### src/design/acdc_defines.svh
`ifndef ACDC_DEFINES_SVH
`define ACDC_DEFINES_SVH

// ==================================================
// Register indices (byte address is four times the index)
`define ACDC_IDX_SEC_TOP 8'h3B
`define ACDC_IDX_SEC_LOW 8'h3D
`define ACDC_IDX_NM 8'h3E
`define ACDC_IDX_AUTO 8'h40
`define ACDC_IDX_CORE 8'h44
`define ACDC_IDX_PORT 8'h45
`define ACDC_IDX_SRC 8'h46
`define ACDC_IDX_DIV 8'h47
`define ACDC_IDX_CONV 8'h49
`define ACDC_IDX_STATUS 8'h4A

// ==================================================
// Reset values
`define ACDC_RST_SEC_LOW 8'h01
`define ACDC_RST_NM 8'h01
`define ACDC_RST_DIV 8'h01
`define ACDC_RST_ZERO 8'h00

// ==================================================
// Writable bit masks; reserved bits are dropped
`define ACDC_MSK_SEC_TOP 8'h02
`define ACDC_MSK_NM 8'h3F
`define ACDC_MSK_AUTO 8'h01
`define ACDC_MSK_CORE 8'h07
`define ACDC_MSK_PORT 8'h5F
`define ACDC_MSK_SRC 8'h07
`define ACDC_MSK_FULL 8'hFF

// ==================================================
// Field positions
`define ACDC_B_SEC_TOP 1
`define ACDC_B_N_EN 2
`define ACDC_B_M_EN 1
`define ACDC_B_PDM_EN 0
`define ACDC_B_REC_EN 6
`define ACDC_B_PLAY_EN 4
`define ACDC_B_PBCLK_EN 3
`define ACDC_B_SBCLK_EN 2
`define ACDC_B_PFRM_EN 1
`define ACDC_B_SFRM_EN 0
`define ACDC_B_GP_EN 7
`define ACDC_B_AUTO 0

// ==================================================
// Divider code widths and full-range divisors
`define ACDC_W_SEC 9
`define ACDC_W_NM 6
`define ACDC_W_GP 7
`define ACDC_SEC_MAX 10'h200
`define ACDC_NM_MAX 10'h040
`define ACDC_GP_MAX 10'h080
`define ACDC_NSRC 6

`endif

### src/design/acdc_pkg.sv
package acdc_pkg;

  // ==================================================
  // Register storage slots
  typedef enum logic [3:0] {
    SL_SEC_LOW = 4'b0000,
    SL_SEC_TOP = 4'b0001,
    SL_NM = 4'b0010,
    SL_CORE = 4'b0011,
    SL_PORT = 4'b0100,
    SL_SRC = 4'b0101,
    SL_DIV = 4'b0110,
    SL_CONV = 4'b0111,
    SL_AUTO = 4'b1000,
    SL_STATUS = 4'b1001,
    SL_NONE = 4'b1111
  } acdc_slot_t;

endpackage

### src/design/acdc_ctrl.sv
`include "acdc_defines.svh"

// Behaviour
// - Secondary bit-clock code 0 divides by 512, else by code; resets to 1.
// - With auto detection on, manual secondary and N-M divider values are ignored; the output divider keeps its manual code.
// - Analog N-M six-bit code 0 divides by 64, else by code; resets 1.
// - N, M and PDM enables at bits 2, 1, 0; reset disabled.
// - Record modulator enable bit 6, playback modulator bit 4; reset off.
// - Primary bit-clock enable bit 3, secondary bit 2; reset off.
// - Primary frame enable bit 1, secondary bit 0; reset off.
// - Output source select: PLL, bclk, bclk2, control, osc, DSP; 6-7 none.
// - Output-clock register bit 7 enables the output divider; reset off.
// - Seven-bit output code 0 divides by 128, else by code; resets 1.
// - Top bit of secondary divider comes from a separate register bit 1.
module acdc_ctrl #(
  parameter int unsigned AW = 12
) (
  // Clock and reset
  input wire logic hclk,
  input wire logic hresetn,
  // AHB-Lite slave
  input wire logic hsel,
  input wire logic [AW-1:0] haddr,
  input wire logic [1:0] htrans,
  input wire logic hwrite,
  input wire logic [2:0] hsize,
  input wire logic [31:0] hwdata,
  input wire logic hready,
  output logic hreadyout,
  output logic hresp,
  output logic [31:0] hrdata,
  // Divider source strobes, same clock
  input wire logic sec_src_tick,
  input wire logic nm_src_tick,
  input wire logic [`ACDC_NSRC-1:0] gp_src_ticks,
  // Automatically detected divider codes
  input wire logic [`ACDC_W_SEC-1:0] auto_sec_code,
  input wire logic [`ACDC_W_NM-1:0] auto_nm_code,
  // Divided clock strobes
  output logic sec_bitclk_tick,
  output logic nm_tick,
  output logic gp_clock_tick,
  // Divider enables and converter clock setup
  output logic n_divider_enable,
  output logic m_divider_enable,
  output logic pulse_density_divider_enable,
  output logic record_modulator_divider_enable,
  output logic playback_modulator_divider_enable,
  output logic primary_bitclk_divider_enable,
  output logic secondary_bitclk_divider_enable,
  output logic primary_frame_divider_enable,
  output logic secondary_frame_divider_enable,
  output logic [7:0] converter_clock_setup
);

  // ==================================================
  // Parameter check
  if (AW < 10) begin : g_bad_aw
    $error("acdc_ctrl: AW must be at least 10");
  end

  // ==================================================
  // Helpers
  function automatic acdc_pkg::acdc_slot_t slot_of(input logic [7:0] idx);
    unique case (idx)
      `ACDC_IDX_SEC_LOW: slot_of = acdc_pkg::SL_SEC_LOW;
      `ACDC_IDX_SEC_TOP: slot_of = acdc_pkg::SL_SEC_TOP;
      `ACDC_IDX_NM: slot_of = acdc_pkg::SL_NM;
      `ACDC_IDX_CORE: slot_of = acdc_pkg::SL_CORE;
      `ACDC_IDX_PORT: slot_of = acdc_pkg::SL_PORT;
      `ACDC_IDX_SRC: slot_of = acdc_pkg::SL_SRC;
      `ACDC_IDX_DIV: slot_of = acdc_pkg::SL_DIV;
      `ACDC_IDX_CONV: slot_of = acdc_pkg::SL_CONV;
      `ACDC_IDX_AUTO: slot_of = acdc_pkg::SL_AUTO;
      `ACDC_IDX_STATUS: slot_of = acdc_pkg::SL_STATUS;
      default: slot_of = acdc_pkg::SL_NONE;
    endcase
  endfunction

  // Reserved bits never store, so they read back as zero
  function automatic logic [7:0] wmask(input acdc_pkg::acdc_slot_t s);
    unique case (s)
      acdc_pkg::SL_SEC_TOP: wmask = `ACDC_MSK_SEC_TOP;
      acdc_pkg::SL_NM: wmask = `ACDC_MSK_NM;
      acdc_pkg::SL_CORE: wmask = `ACDC_MSK_CORE;
      acdc_pkg::SL_PORT: wmask = `ACDC_MSK_PORT;
      acdc_pkg::SL_SRC: wmask = `ACDC_MSK_SRC;
      acdc_pkg::SL_AUTO: wmask = `ACDC_MSK_AUTO;
      acdc_pkg::SL_SEC_LOW, acdc_pkg::SL_DIV,
      acdc_pkg::SL_CONV: wmask = `ACDC_MSK_FULL;
      default: wmask = `ACDC_RST_ZERO;
    endcase
  endfunction

  function automatic logic [7:0] rst_val(input int s);
    unique case (s)
      0: rst_val = `ACDC_RST_SEC_LOW;
      2: rst_val = `ACDC_RST_NM;
      6: rst_val = `ACDC_RST_DIV;
      default: rst_val = `ACDC_RST_ZERO;
    endcase
  endfunction

  // Code zero selects the full range of a w-bit field
  function automatic logic [9:0] dec(input logic [9:0] code, input int w);
    dec = (code == 10'h000) ? 10'(32'h0000_0001 << w) : code;
  endfunction

  // ==================================================
  // Declarations
  localparam int NSLOT = 9;
  logic [7:0] regs_r [0:NSLOT-1];
  logic wr_pend_r;
  logic [7:0] wr_idx_r;
  logic [31:0] hrdata_r;
  acdc_pkg::acdc_slot_t wr_slot;
  acdc_pkg::acdc_slot_t rd_slot;
  logic addr_ok;
  logic in_range;
  logic auto_en;
  logic [`ACDC_W_SEC-1:0] sec_code;
  logic [`ACDC_W_NM-1:0] nm_code;
  logic [`ACDC_W_GP-1:0] gp_code;
  logic [2:0] gp_sel;
  logic [9:0] div_val [0:2];
  logic [9:0] cnt_r [0:2];
  logic [2:0] en;
  logic [2:0] adv;
  logic [2:0] tick_r;
  logic [7:0] status;
  logic [7:0] rd_val;

  // ==================================================
  // AHB-Lite bus phases
  assign hreadyout = 1'b1;
  assign hresp = 1'b0;
  assign hrdata = hrdata_r;
  assign addr_ok = hsel && htrans[1] && hready;
  assign in_range = (haddr[AW-1:10] == '0);
  assign wr_slot = slot_of(wr_idx_r);
  assign rd_slot = in_range ? slot_of(haddr[9:2]) : acdc_pkg::SL_NONE;

  always_ff @(posedge hclk or negedge hresetn) begin
    if (!hresetn) begin
      wr_pend_r <= 1'b0;
      wr_idx_r <= 8'h00;
    end else begin
      wr_pend_r <= addr_ok && hwrite && in_range;
      if (addr_ok) begin
        wr_idx_r <= haddr[9:2];
      end
    end
  end

  // ==================================================
  // Register file; writes land in the data phase
  always_ff @(posedge hclk or negedge hresetn) begin
    if (!hresetn) begin
      for (int i = 0; i < NSLOT; i++) begin
        regs_r[i] <= rst_val(i);
      end
    end else if (wr_pend_r && wr_slot != acdc_pkg::SL_NONE &&
                 wr_slot != acdc_pkg::SL_STATUS) begin
      regs_r[int'(wr_slot)] <= hwdata[7:0] & wmask(wr_slot);
    end
  end

  // Read data is taken in the address phase; a write still in its
  // data phase to the same word is forwarded so no stale value leaks
  assign status = {4'h0, auto_en, en};
  always_comb begin
    rd_val = `ACDC_RST_ZERO;
    if (rd_slot == acdc_pkg::SL_STATUS) begin
      rd_val = status;
    end else if (rd_slot != acdc_pkg::SL_NONE) begin
      if (wr_pend_r && wr_idx_r == haddr[9:2]) begin
        rd_val = hwdata[7:0] & wmask(rd_slot);
      end else begin
        rd_val = regs_r[int'(rd_slot)];
      end
    end
  end

  always_ff @(posedge hclk or negedge hresetn) begin
    if (!hresetn) begin
      hrdata_r <= 32'h0000_0000;
    end else if (addr_ok && !hwrite) begin
      hrdata_r <= {24'h00_0000, rd_val};
    end
  end

  // ==================================================
  // Enables straight from the registers
  assign n_divider_enable = regs_r[3][`ACDC_B_N_EN];
  assign m_divider_enable = regs_r[3][`ACDC_B_M_EN];
  assign pulse_density_divider_enable = regs_r[3][`ACDC_B_PDM_EN];
  assign record_modulator_divider_enable =
    regs_r[4][`ACDC_B_REC_EN];
  assign playback_modulator_divider_enable =
    regs_r[4][`ACDC_B_PLAY_EN];
  assign primary_bitclk_divider_enable =
    regs_r[4][`ACDC_B_PBCLK_EN];
  assign secondary_bitclk_divider_enable =
    regs_r[4][`ACDC_B_SBCLK_EN];
  assign primary_frame_divider_enable =
    regs_r[4][`ACDC_B_PFRM_EN];
  assign secondary_frame_divider_enable =
    regs_r[4][`ACDC_B_SFRM_EN];
  assign converter_clock_setup = regs_r[7];

  // ==================================================
  // Divisor selection
  assign auto_en = regs_r[8][`ACDC_B_AUTO];
  assign sec_code = {regs_r[1][`ACDC_B_SEC_TOP], regs_r[0]};
  assign nm_code = regs_r[2][`ACDC_W_NM-1:0];
  assign gp_code = regs_r[6][`ACDC_W_GP-1:0];
  assign gp_sel = regs_r[5][2:0];

  // Auto codes take over while detection is on
  always_comb begin
    div_val[0] = dec(10'(auto_en ? auto_sec_code : sec_code),
                     `ACDC_W_SEC);
    div_val[1] = dec(10'(auto_en ? auto_nm_code : nm_code),
                     `ACDC_W_NM);
    div_val[2] = dec(10'(gp_code), `ACDC_W_GP);
  end

  // The analog N-M chain needs both of its stages running
  assign en[0] = secondary_bitclk_divider_enable;
  assign en[1] = n_divider_enable && m_divider_enable;
  assign en[2] = regs_r[6][`ACDC_B_GP_EN];

  // Reserved source codes feed no strobes to the divider
  always_comb begin
    adv[0] = sec_src_tick;
    adv[1] = nm_src_tick;
    adv[2] = (gp_sel < 3'(`ACDC_NSRC)) ?
             gp_src_ticks[gp_sel] : 1'b0;
  end

  assign sec_bitclk_tick = tick_r[0];
  assign nm_tick = tick_r[1];
  assign gp_clock_tick = tick_r[2];

  // ==================================================
  // Dividers; one strobe per div_val source strobes
  for (genvar g = 0; g < 3; g++) begin : g_div
    always_ff @(posedge hclk or negedge hresetn) begin
      if (!hresetn) begin
        cnt_r[g] <= 10'h000;
        tick_r[g] <= 1'b0;
      end else if (!en[g]) begin
        // Clearing here avoids a runt period when re-enabled
        cnt_r[g] <= 10'h000;
        tick_r[g] <= 1'b0;
      end else if (adv[g]) begin
        if (cnt_r[g] >= div_val[g] - 10'h001) begin
          cnt_r[g] <= 10'h000;
          tick_r[g] <= 1'b1;
        end else begin
          cnt_r[g] <= cnt_r[g] + 10'h001;
          tick_r[g] <= 1'b0;
        end
      end else begin
        tick_r[g] <= 1'b0;
      end
    end

  end
endmodule

### config.mk
export PLATFORM = sky130hd
export DESIGN_NAME = acdc_ctrl
export DESIGN_NICKNAME = d
export VERILOG_FILES = /design/src/design/acdc_pkg.sv /design/src/design/acdc_ctrl.sv
export VERILOG_INCLUDE_DIRS = /design/src /design/src/design
export SDC_FILE = /design/constraint.sdc
export NUM_CORES = 1
export LEC_CHECK = 0
export BUFFER_PORTS_ARGS = -buffer_cell sky130_fd_sc_hd__buf_2
export CAP_MARGIN = 40
export CORE_ASPECT_RATIO = 0.9
export CORE_MARGIN = 1
export CORE_UTILIZATION = 50
export CTS_CLUSTER_DIAMETER = 100
export DETAILED_ROUTE_END_ITERATION = 10
export PLACE_DENSITY = 0.87
export SLEW_MARGIN = 10
export SYNTH_ARGS = -nofsm -noshare
export SYNTH_HDL_FRONTEND = slang
export SYNTH_SLANG_ARGS = --single-unit
### constraint.sdc
create_clock -name hclk -period 3.78 [get_ports hclk]
set_input_delay 0.378 -clock hclk [delete_from_list [all_inputs] [get_ports hclk]]
set_output_delay 0.378 -clock hclk [all_outputs]
set_load 0.05 [all_outputs]
==> results of run 1 <==
-- state kept, by name, summed over array words and instances (netlist names), 3 cells and up --
| signal | cells |
|---|---|
| hrdata | 8 |
| cnt_r | 30 |
| regs_r | 37 |
| wr_idx_r | 8 |
| gp_code | 7 |
| gp_sel | 3 |
| converter_clock_setup | 8 |
| nm_code | 6 |
-- cells by family after synthesis --
group | after synthesis | share of synthesized area, %
buffers and inverters | 88 | 6.42
and+or+nand+nor | 305 | 19.3
AOI/OAI and AO/OA | 189 | 15.5
muxes | 88 | 11.8
xor gates and xnor gates | 34 | 3.65
other | 2 | 0.0919
DFF | 122 | 37.4
adders and majority gates | 38 | 5.82
-- area by class of cell --
class	count	area, µm²
clock buffer	22	484
timing repair buffer	99	593
sequential	122	3060
fill	1281	6410
tap	202	253
multi-input combinational	682	4760
clock inverter	10	91.3
inverter	16	60.1
-- worst max-delay path by stage --
stage,from,endpoint
2_1_floorplan,auto_en$_DFFE_PN0P_,cnt_r[26]$_DFFE_PN0P_
3_3_place_gp,auto_en$_DFFE_PN0P_,cnt_r[23]$_DFFE_PN0P_
3_5_place_dp,auto_en$_DFFE_PN0P_,cnt_r[23]$_DFFE_PN0P_
4_1_cts,auto_en$_DFFE_PN0P_,cnt_r[23]$_DFFE_PN0P_
5_1_grt,auto_en$_DFFE_PN0P_,cnt_r[29]$_DFFE_PN0P_
6_report,auto_en$_DFFE_PN0P_,cnt_r[29]$_DFFE_PN0P_
-- power breakdown --
group          internal, mW  switching (mW)
Sequential             1.33          0.0573
Combinational         0.132           0.255
Clock                 0.972           0.601
Total                  2.44           0.913
-- metal layers --
layer | vias to the layer above | global-route usage [%] | share of wire (%)
li1 | 3197 | - | -
met1 | 3338 | 34.6 | 41
met2 | 337 | 40.4 | 47
met3 | 52 | 6.40 | 9.6
met4 | 0 | 9.93 | 2.2
met5 | - | 0 | 0
-- metrics by stage --
stage          hold slack, ps  cells  area [µm²]  TNS, ps  util, %
2_1_floorplan            82.4    892        8280   -0.350        -
3_3_place_gp              469   1115        8590        0     54.7
6_report                 50.6   1153        9300        0     59.2
5_1_grt                   118   1153        9300    -49.7     59.2
3_5_place_dp              474   1115        8590     -634     54.7
4_1_cts                  81.2   1148        9180        0     58.4
-- cell usage after synthesis, drive strengths merged (8+ instances only) --
library cell | count | area share [%]
a211oi | 11 | 1.1
a21o | 14 | 1.3
a21oi | 45 | 2.8
a22o | 8 | 0.86
a31oi | 19 | 1.5
and2 | 14 | 1.1
and3 | 12 | 0.92
buf | 50 | 4.7
clkbuf | 22 | 1.0
dfrtp | 119 | 36
ha | 38 | 5.8
inv | 16 | 0.74
mux2 | 55 | 7.6
mux2i | 32 | 3.9
nand2 | 72 | 3.3
nand2b | 23 | 1.8
nand3 | 26 | 1.6
nand4 | 8 | 0.61
nor2 | 70 | 3.3
nor2b | 25 | 1.9
nor3 | 19 | 1.3
o21ai | 42 | 2.6
or2 | 8 | 0.61
xnor2 | 21 | 2.3
xor2 | 13 | 1.4
-- what timing repair did --
item / CTS / global route
pin swaps: 1 / 1
setup endpoints to repair: 10 / 26
resized for setup: 2 / 20
setup buffers: 1 / 4
hold buffers: 0 / 0
cloned: 0 / 1
==> results.yml, run 1 <==
global_routing:
  grt_max_degree: 63
  globalRouteOverflowTotal: 0
  antenna_found_initial: 0
  first_global_vias: 6397
  grt_pass1_wl_mm: 33.1
  grt_use_total_pct: 25.9
setup_path:
  cp_num_buf_inv: 2
  crit-reg2reg-launch: "auto_en$_DFFE_PN0P_"
  regToRegSetupSlack_ps: 90
  arrival_ps: 4050
  cp-end-kind: "flop"
  max_stage_delay_ps: 460
  cp_max_fo: 8
  worstSetupPathType: "reg2reg"
  cp_cell_sequence: "mux2i_2 > ha_4 > nand2_1 > or2_2 > or3_1 > a21oi_1 > a21oi_1 > ha_1 > a21o_1 > a2111oi_4 > o21ai_1 > a21oi_2 > buf_4 > buf_4 > a21o_1 > a22o_1"
  worst-path-stages: 16
  r2r-end: "cnt_r[29]$_DFFE_PN0P_"
  crit_family: "compound AO/OA/AOI/OAI gates"
  startpoint_type: "flop"
  reg2reg_depth: 16
  required_ps: 4140
  worst_path_max_delay_cell: "dfrtp_2"
power_and_ir_drop:
  cellPowerDensity_nw_per_um2: 360
  power_mw: 3.35
  ir_drop_v: 0.000333
  p_leak_nw: 4.31
logic_synthesis:
  async_flop_share_pct: 100
  syn-cell-area_um2: 8170
  ys_seq_area_share_pct: 37.4
  syn-mean-instance-area_um2: 9.43
  synth.distinct_cells: 82
  postSynthCellCount: 866
  synth_flop_cell: "dfrtp_1"
  ys_ff_latch: 122
  synth_edf_count: 0
  yosysWarnings: 0
timing:
  setup_violations: 0
  drv_slew: 0
  max_clock_freq_mhz: 271
  fin_ws_ps: 89.8
  finalCritPeriodShare_pct: 97.6
  tightest_slew_ps: 914
  slew_headroom_pct: 38.7
  skew_ps: 5.90
  fin_crit_ps: 3690
  hold_viol_final: 0
floorplanning:
  io_pins: 131
  design.core.area_um2: 15700
  initial_core_util_pct: 52.0
  row_count: 43
  die_h_um: 123
  fp.dieArea_um2: 16900
  die_w_um: 137
cts:
  cts_root_buf: "clkbuf_16"
  clk_latency_ps: 420
  htree_levels: 4
  cts_buffer_depth: 2
  clk_pin_slew_ps: 60
  clock_sinks: 122
  cts_tree: "built"
  cts_buffers: 17
route:
  drtIter0Drc: 644
  routed_via_density: 6.01
  avgRoutedWirePerCell_um: 18.2
  drt_pre_antenna_iters: 5
  drc: 0
  drt-total-wl_mm: 20.9
  postRouteAntennaNets: 0
  route.vias.total: 6924
place:
  dpl_worst_slack_ps: -144
  place_hpwl_mm: 15.0
  gp_congestion: 0.923
  io_buffer_count: 74
cells_and_area:
  layout_common_cells: "118 x dfrtp_1, 73 x buf_2, 72 x nand2_1, 67 x nor2_1, 55 x mux2_2"
  drive_gt1_share_pct: 23.9
  final_nets: 1053
  final_common_cell: "dfrtp_1"
  area_growth_pct: 13.8
  diodes: 0
min_path:
  hold_path_class: "in2async"
outcome:
  outcome: "finished clean"
flow_run:
  drv_cap: 0
No activity file was read; power rests on OpenSTA's default activity.
==> inputs of run 2 (changes only) <==
--- a/config.mk
+++ b/config.mk
@@ -6,14 +6,14 @@
 export SDC_FILE = /design/constraint.sdc
 export NUM_CORES = 1
 export LEC_CHECK = 0
-export BUFFER_PORTS_ARGS = -buffer_cell sky130_fd_sc_hd__buf_2
-export CAP_MARGIN = 40
+export CAP_MARGIN = 25
 export CORE_ASPECT_RATIO = 0.9
 export CORE_MARGIN = 1
 export CORE_UTILIZATION = 50
 export CTS_CLUSTER_DIAMETER = 100
 export DETAILED_ROUTE_END_ITERATION = 10
-export PLACE_DENSITY = 0.87
+export DONT_BUFFER_PORTS = 1
+export PLACE_DENSITY = 0.8
 export SLEW_MARGIN = 10
 export SYNTH_ARGS = -nofsm -noshare
 export SYNTH_HDL_FRONTEND = slang
==> run 2 against run 1 <==
Net effect:
- design area decreased by 4.5%
- clock power up 4%
- sequential cell count did not move
- clock skew rose by 2.2 ps
- critical path depth is 1 lower
- combinational power is 18% lower
==> results.yml, run 2 (synthesis gave the netlist of run 1 again) <==
floorplanning:
  die_h_um: 123
  fp.dieArea_um2: 16900
  initial_core_util_pct: 52.0
  io_pins: 131
  design.core.area_um2: 15700
  die_w_um: 137
  row_count: 43
cells_and_area:
  layout_common_cells: "118 x dfrtp_1, 72 x nand2_1, 66 x nor2_1, 55 x mux2_2, 44 x a21oi_1"
  final_common_cell: "dfrtp_1"
  final_nets: 975
  largest-register: "regs_r"
  largest_register_ffs: 37
  drive_gt1_share_pct: 16.8
  biggestRegsByFlops: "regs_r x37, cnt_r x30"
  multi_input_area_um2: 4730
  fill_cells: 1333
  diodes: 0
  seq_area_um2: 3060
  area_growth_pct: 8.70
timing:
  drv_slew: 0
  slew_headroom_pct: 46.4
  hold_ws_ps: 79.5
  setup_violations: 0
  skew_ps: 8.14
  finalCritPeriodShare_pct: 96.4
  hold_viol_final: 0
  max_clock_freq_mhz: 274
  fin_tns_setup_ps: 0
  fin_crit_ps: 3640
  tightest_slew_ps: 803
flow_run:
  drv_cap: 0
global_routing:
  antenna_found_initial: 0
  grt_pass1_wl_mm: 32.2
  globalRouteOverflowTotal: 0
  grt_max_degree: 123
  grt-busiest-layer: "met2"
  grt_util_met1_pct: 35.2
  first_global_vias: 5975
  groute.layer.met2.usage_pct: 36.6
  grt_util_met3_pct: 7.26
  grt_use_total_pct: 25.1
power_and_ir_drop:
  cellPowerDensity_nw_per_um2: 377
  p_leak_nw: 3.95
  ir_drop_v: 0.000295
cts:
  post_cts_buffers: 0
  htree_levels: 4
  cts_buffer_depth: 2
  cts_root_buf: "clkbuf_16"
  clock_sinks: 122
  clk_latency_ps: 430
  cts_buffers: 17
  clk_pin_slew_ps: 60
  cts_tree: "built"
route:
  avgRoutedWirePerCell_um: 18.7
  routed_via_density: 6.04
  drt_pre_antenna_iters: 5
  drc: 0
  route.vias.total: 6497
  drtIter0Drc: 400
  postRouteAntennaNets: 0
  drt-total-wl_mm: 20.1
setup_path:
  worstSetupPathType: "reg2reg"
  arrival_ps: 3990
  cp_max_fo: 17
  startpoint_type: "flop"
  required_ps: 4120
  cp-end-kind: "flop"
place:
  io_buffer_count: 0
  gp_congestion: 0.922
  place_hpwl_mm: 14.5
min_path:
  hold_path_class: "in2reg"
outcome:
  outcome: "finished clean"
[run 2: changes by cell type in the layout (fill, tap and decap cells not counted), sizes merged]
cell         before  now
buf              99   20
dlygate4sd3       0    1
inv              17   18
clkinvlp          2    1
clkinv            6    8
clkbuf           22   19
bufinv            1    2
[run 2: area by class of cell]
cell class                 count  area share (%)
multi-input combinational    682            53.3
clock inverter                13            1.62
clock buffer                  19            4.99
inverter                      16           0.676
timing repair buffer          21            2.16
tap                          202            2.85
sequential                   122            34.4
[run 2: repair_timing]
| item | in CTS | in global routing |
|---|---|---|
| endpoints found under the hold margin | 122 | 0 |
| resized for setup | 0 | 13 |
| endpoints found under the setup margin | 0 | 17 |
| hold buffers | 2 | 0 |
[run 2: path summary, 6_finish.rpt]
kind | depth (start not counted) | to | slack (ps) | startpoint
worst min-delay path | 2 | wr_pend_r$_DFF_PN0_ | 80 | hwrite
min in group asynchronous | 2 | nm_tick$_DFF_PN0_ | 550 | hresetn
worst max register to register | 15 | cnt_r[26]$_DFFE_PN0P_ | 140 | auto_en$_DFFE_PN0P_
max in group asynchronous | 2 | auto_en$_DFFE_PN0P_ | 2680 | hresetn
worst min register to register | 1 | regs_r[29]$_DFFE_PN0P_ | 490 | regs_r[29]$_DFFE_PN0P_
worst max-delay path | 15 | cnt_r[26]$_DFFE_PN0P_ | 140 | auto_en$_DFFE_PN0P_
[run 2: worst max-delay path: stages (launching register included)]
cell	delay, ps
dfrtp_2	420
buf_6	220
mux2i_1	240
nand2_1	90
or2_2	330
or3_1	320
a21oi_1	160
a21oi_1	60
ha_1	300
a21o_1	180
a2111oi_0	380
o21ai_1	190
a21oi_2	220
buf_6	160
a41oi_1	120
a31oi_1	170
[run 2: metrics by stage]
step	instance area (µm²)	setup slack, ps	cells	power, mW	utilization, %
global route	8880	-41.8	1075	3.46	56.5
floorplan	8280	-0.350	892	1.70	-
detailed placement	8210	110	1041	1.71	52.3
CTS	8830	9.18	1075	3.36	56.2
global placement	8210	93.6	1041	1.70	52.3
finish	8880	136	1075	3.35	56.5
[run 2: power by group]
part	total, mW	internal [mW]	switching [mW]
Sequential	1.40	1.33	0.0720
Clock	1.63	0.991	0.634
Combinational	0.318	0.114	0.204
[run 2: metal layers]
| metal | up-vias | share of wire, % |
|---|---|---|
| met4 | 0 | 2.1 |
| met5 | - | 0 |
| li1 | 3042 | - |
| met3 | 39 | 9.1 |
| met1 | 3136 | 44 |
| met2 | 280 | 45 |
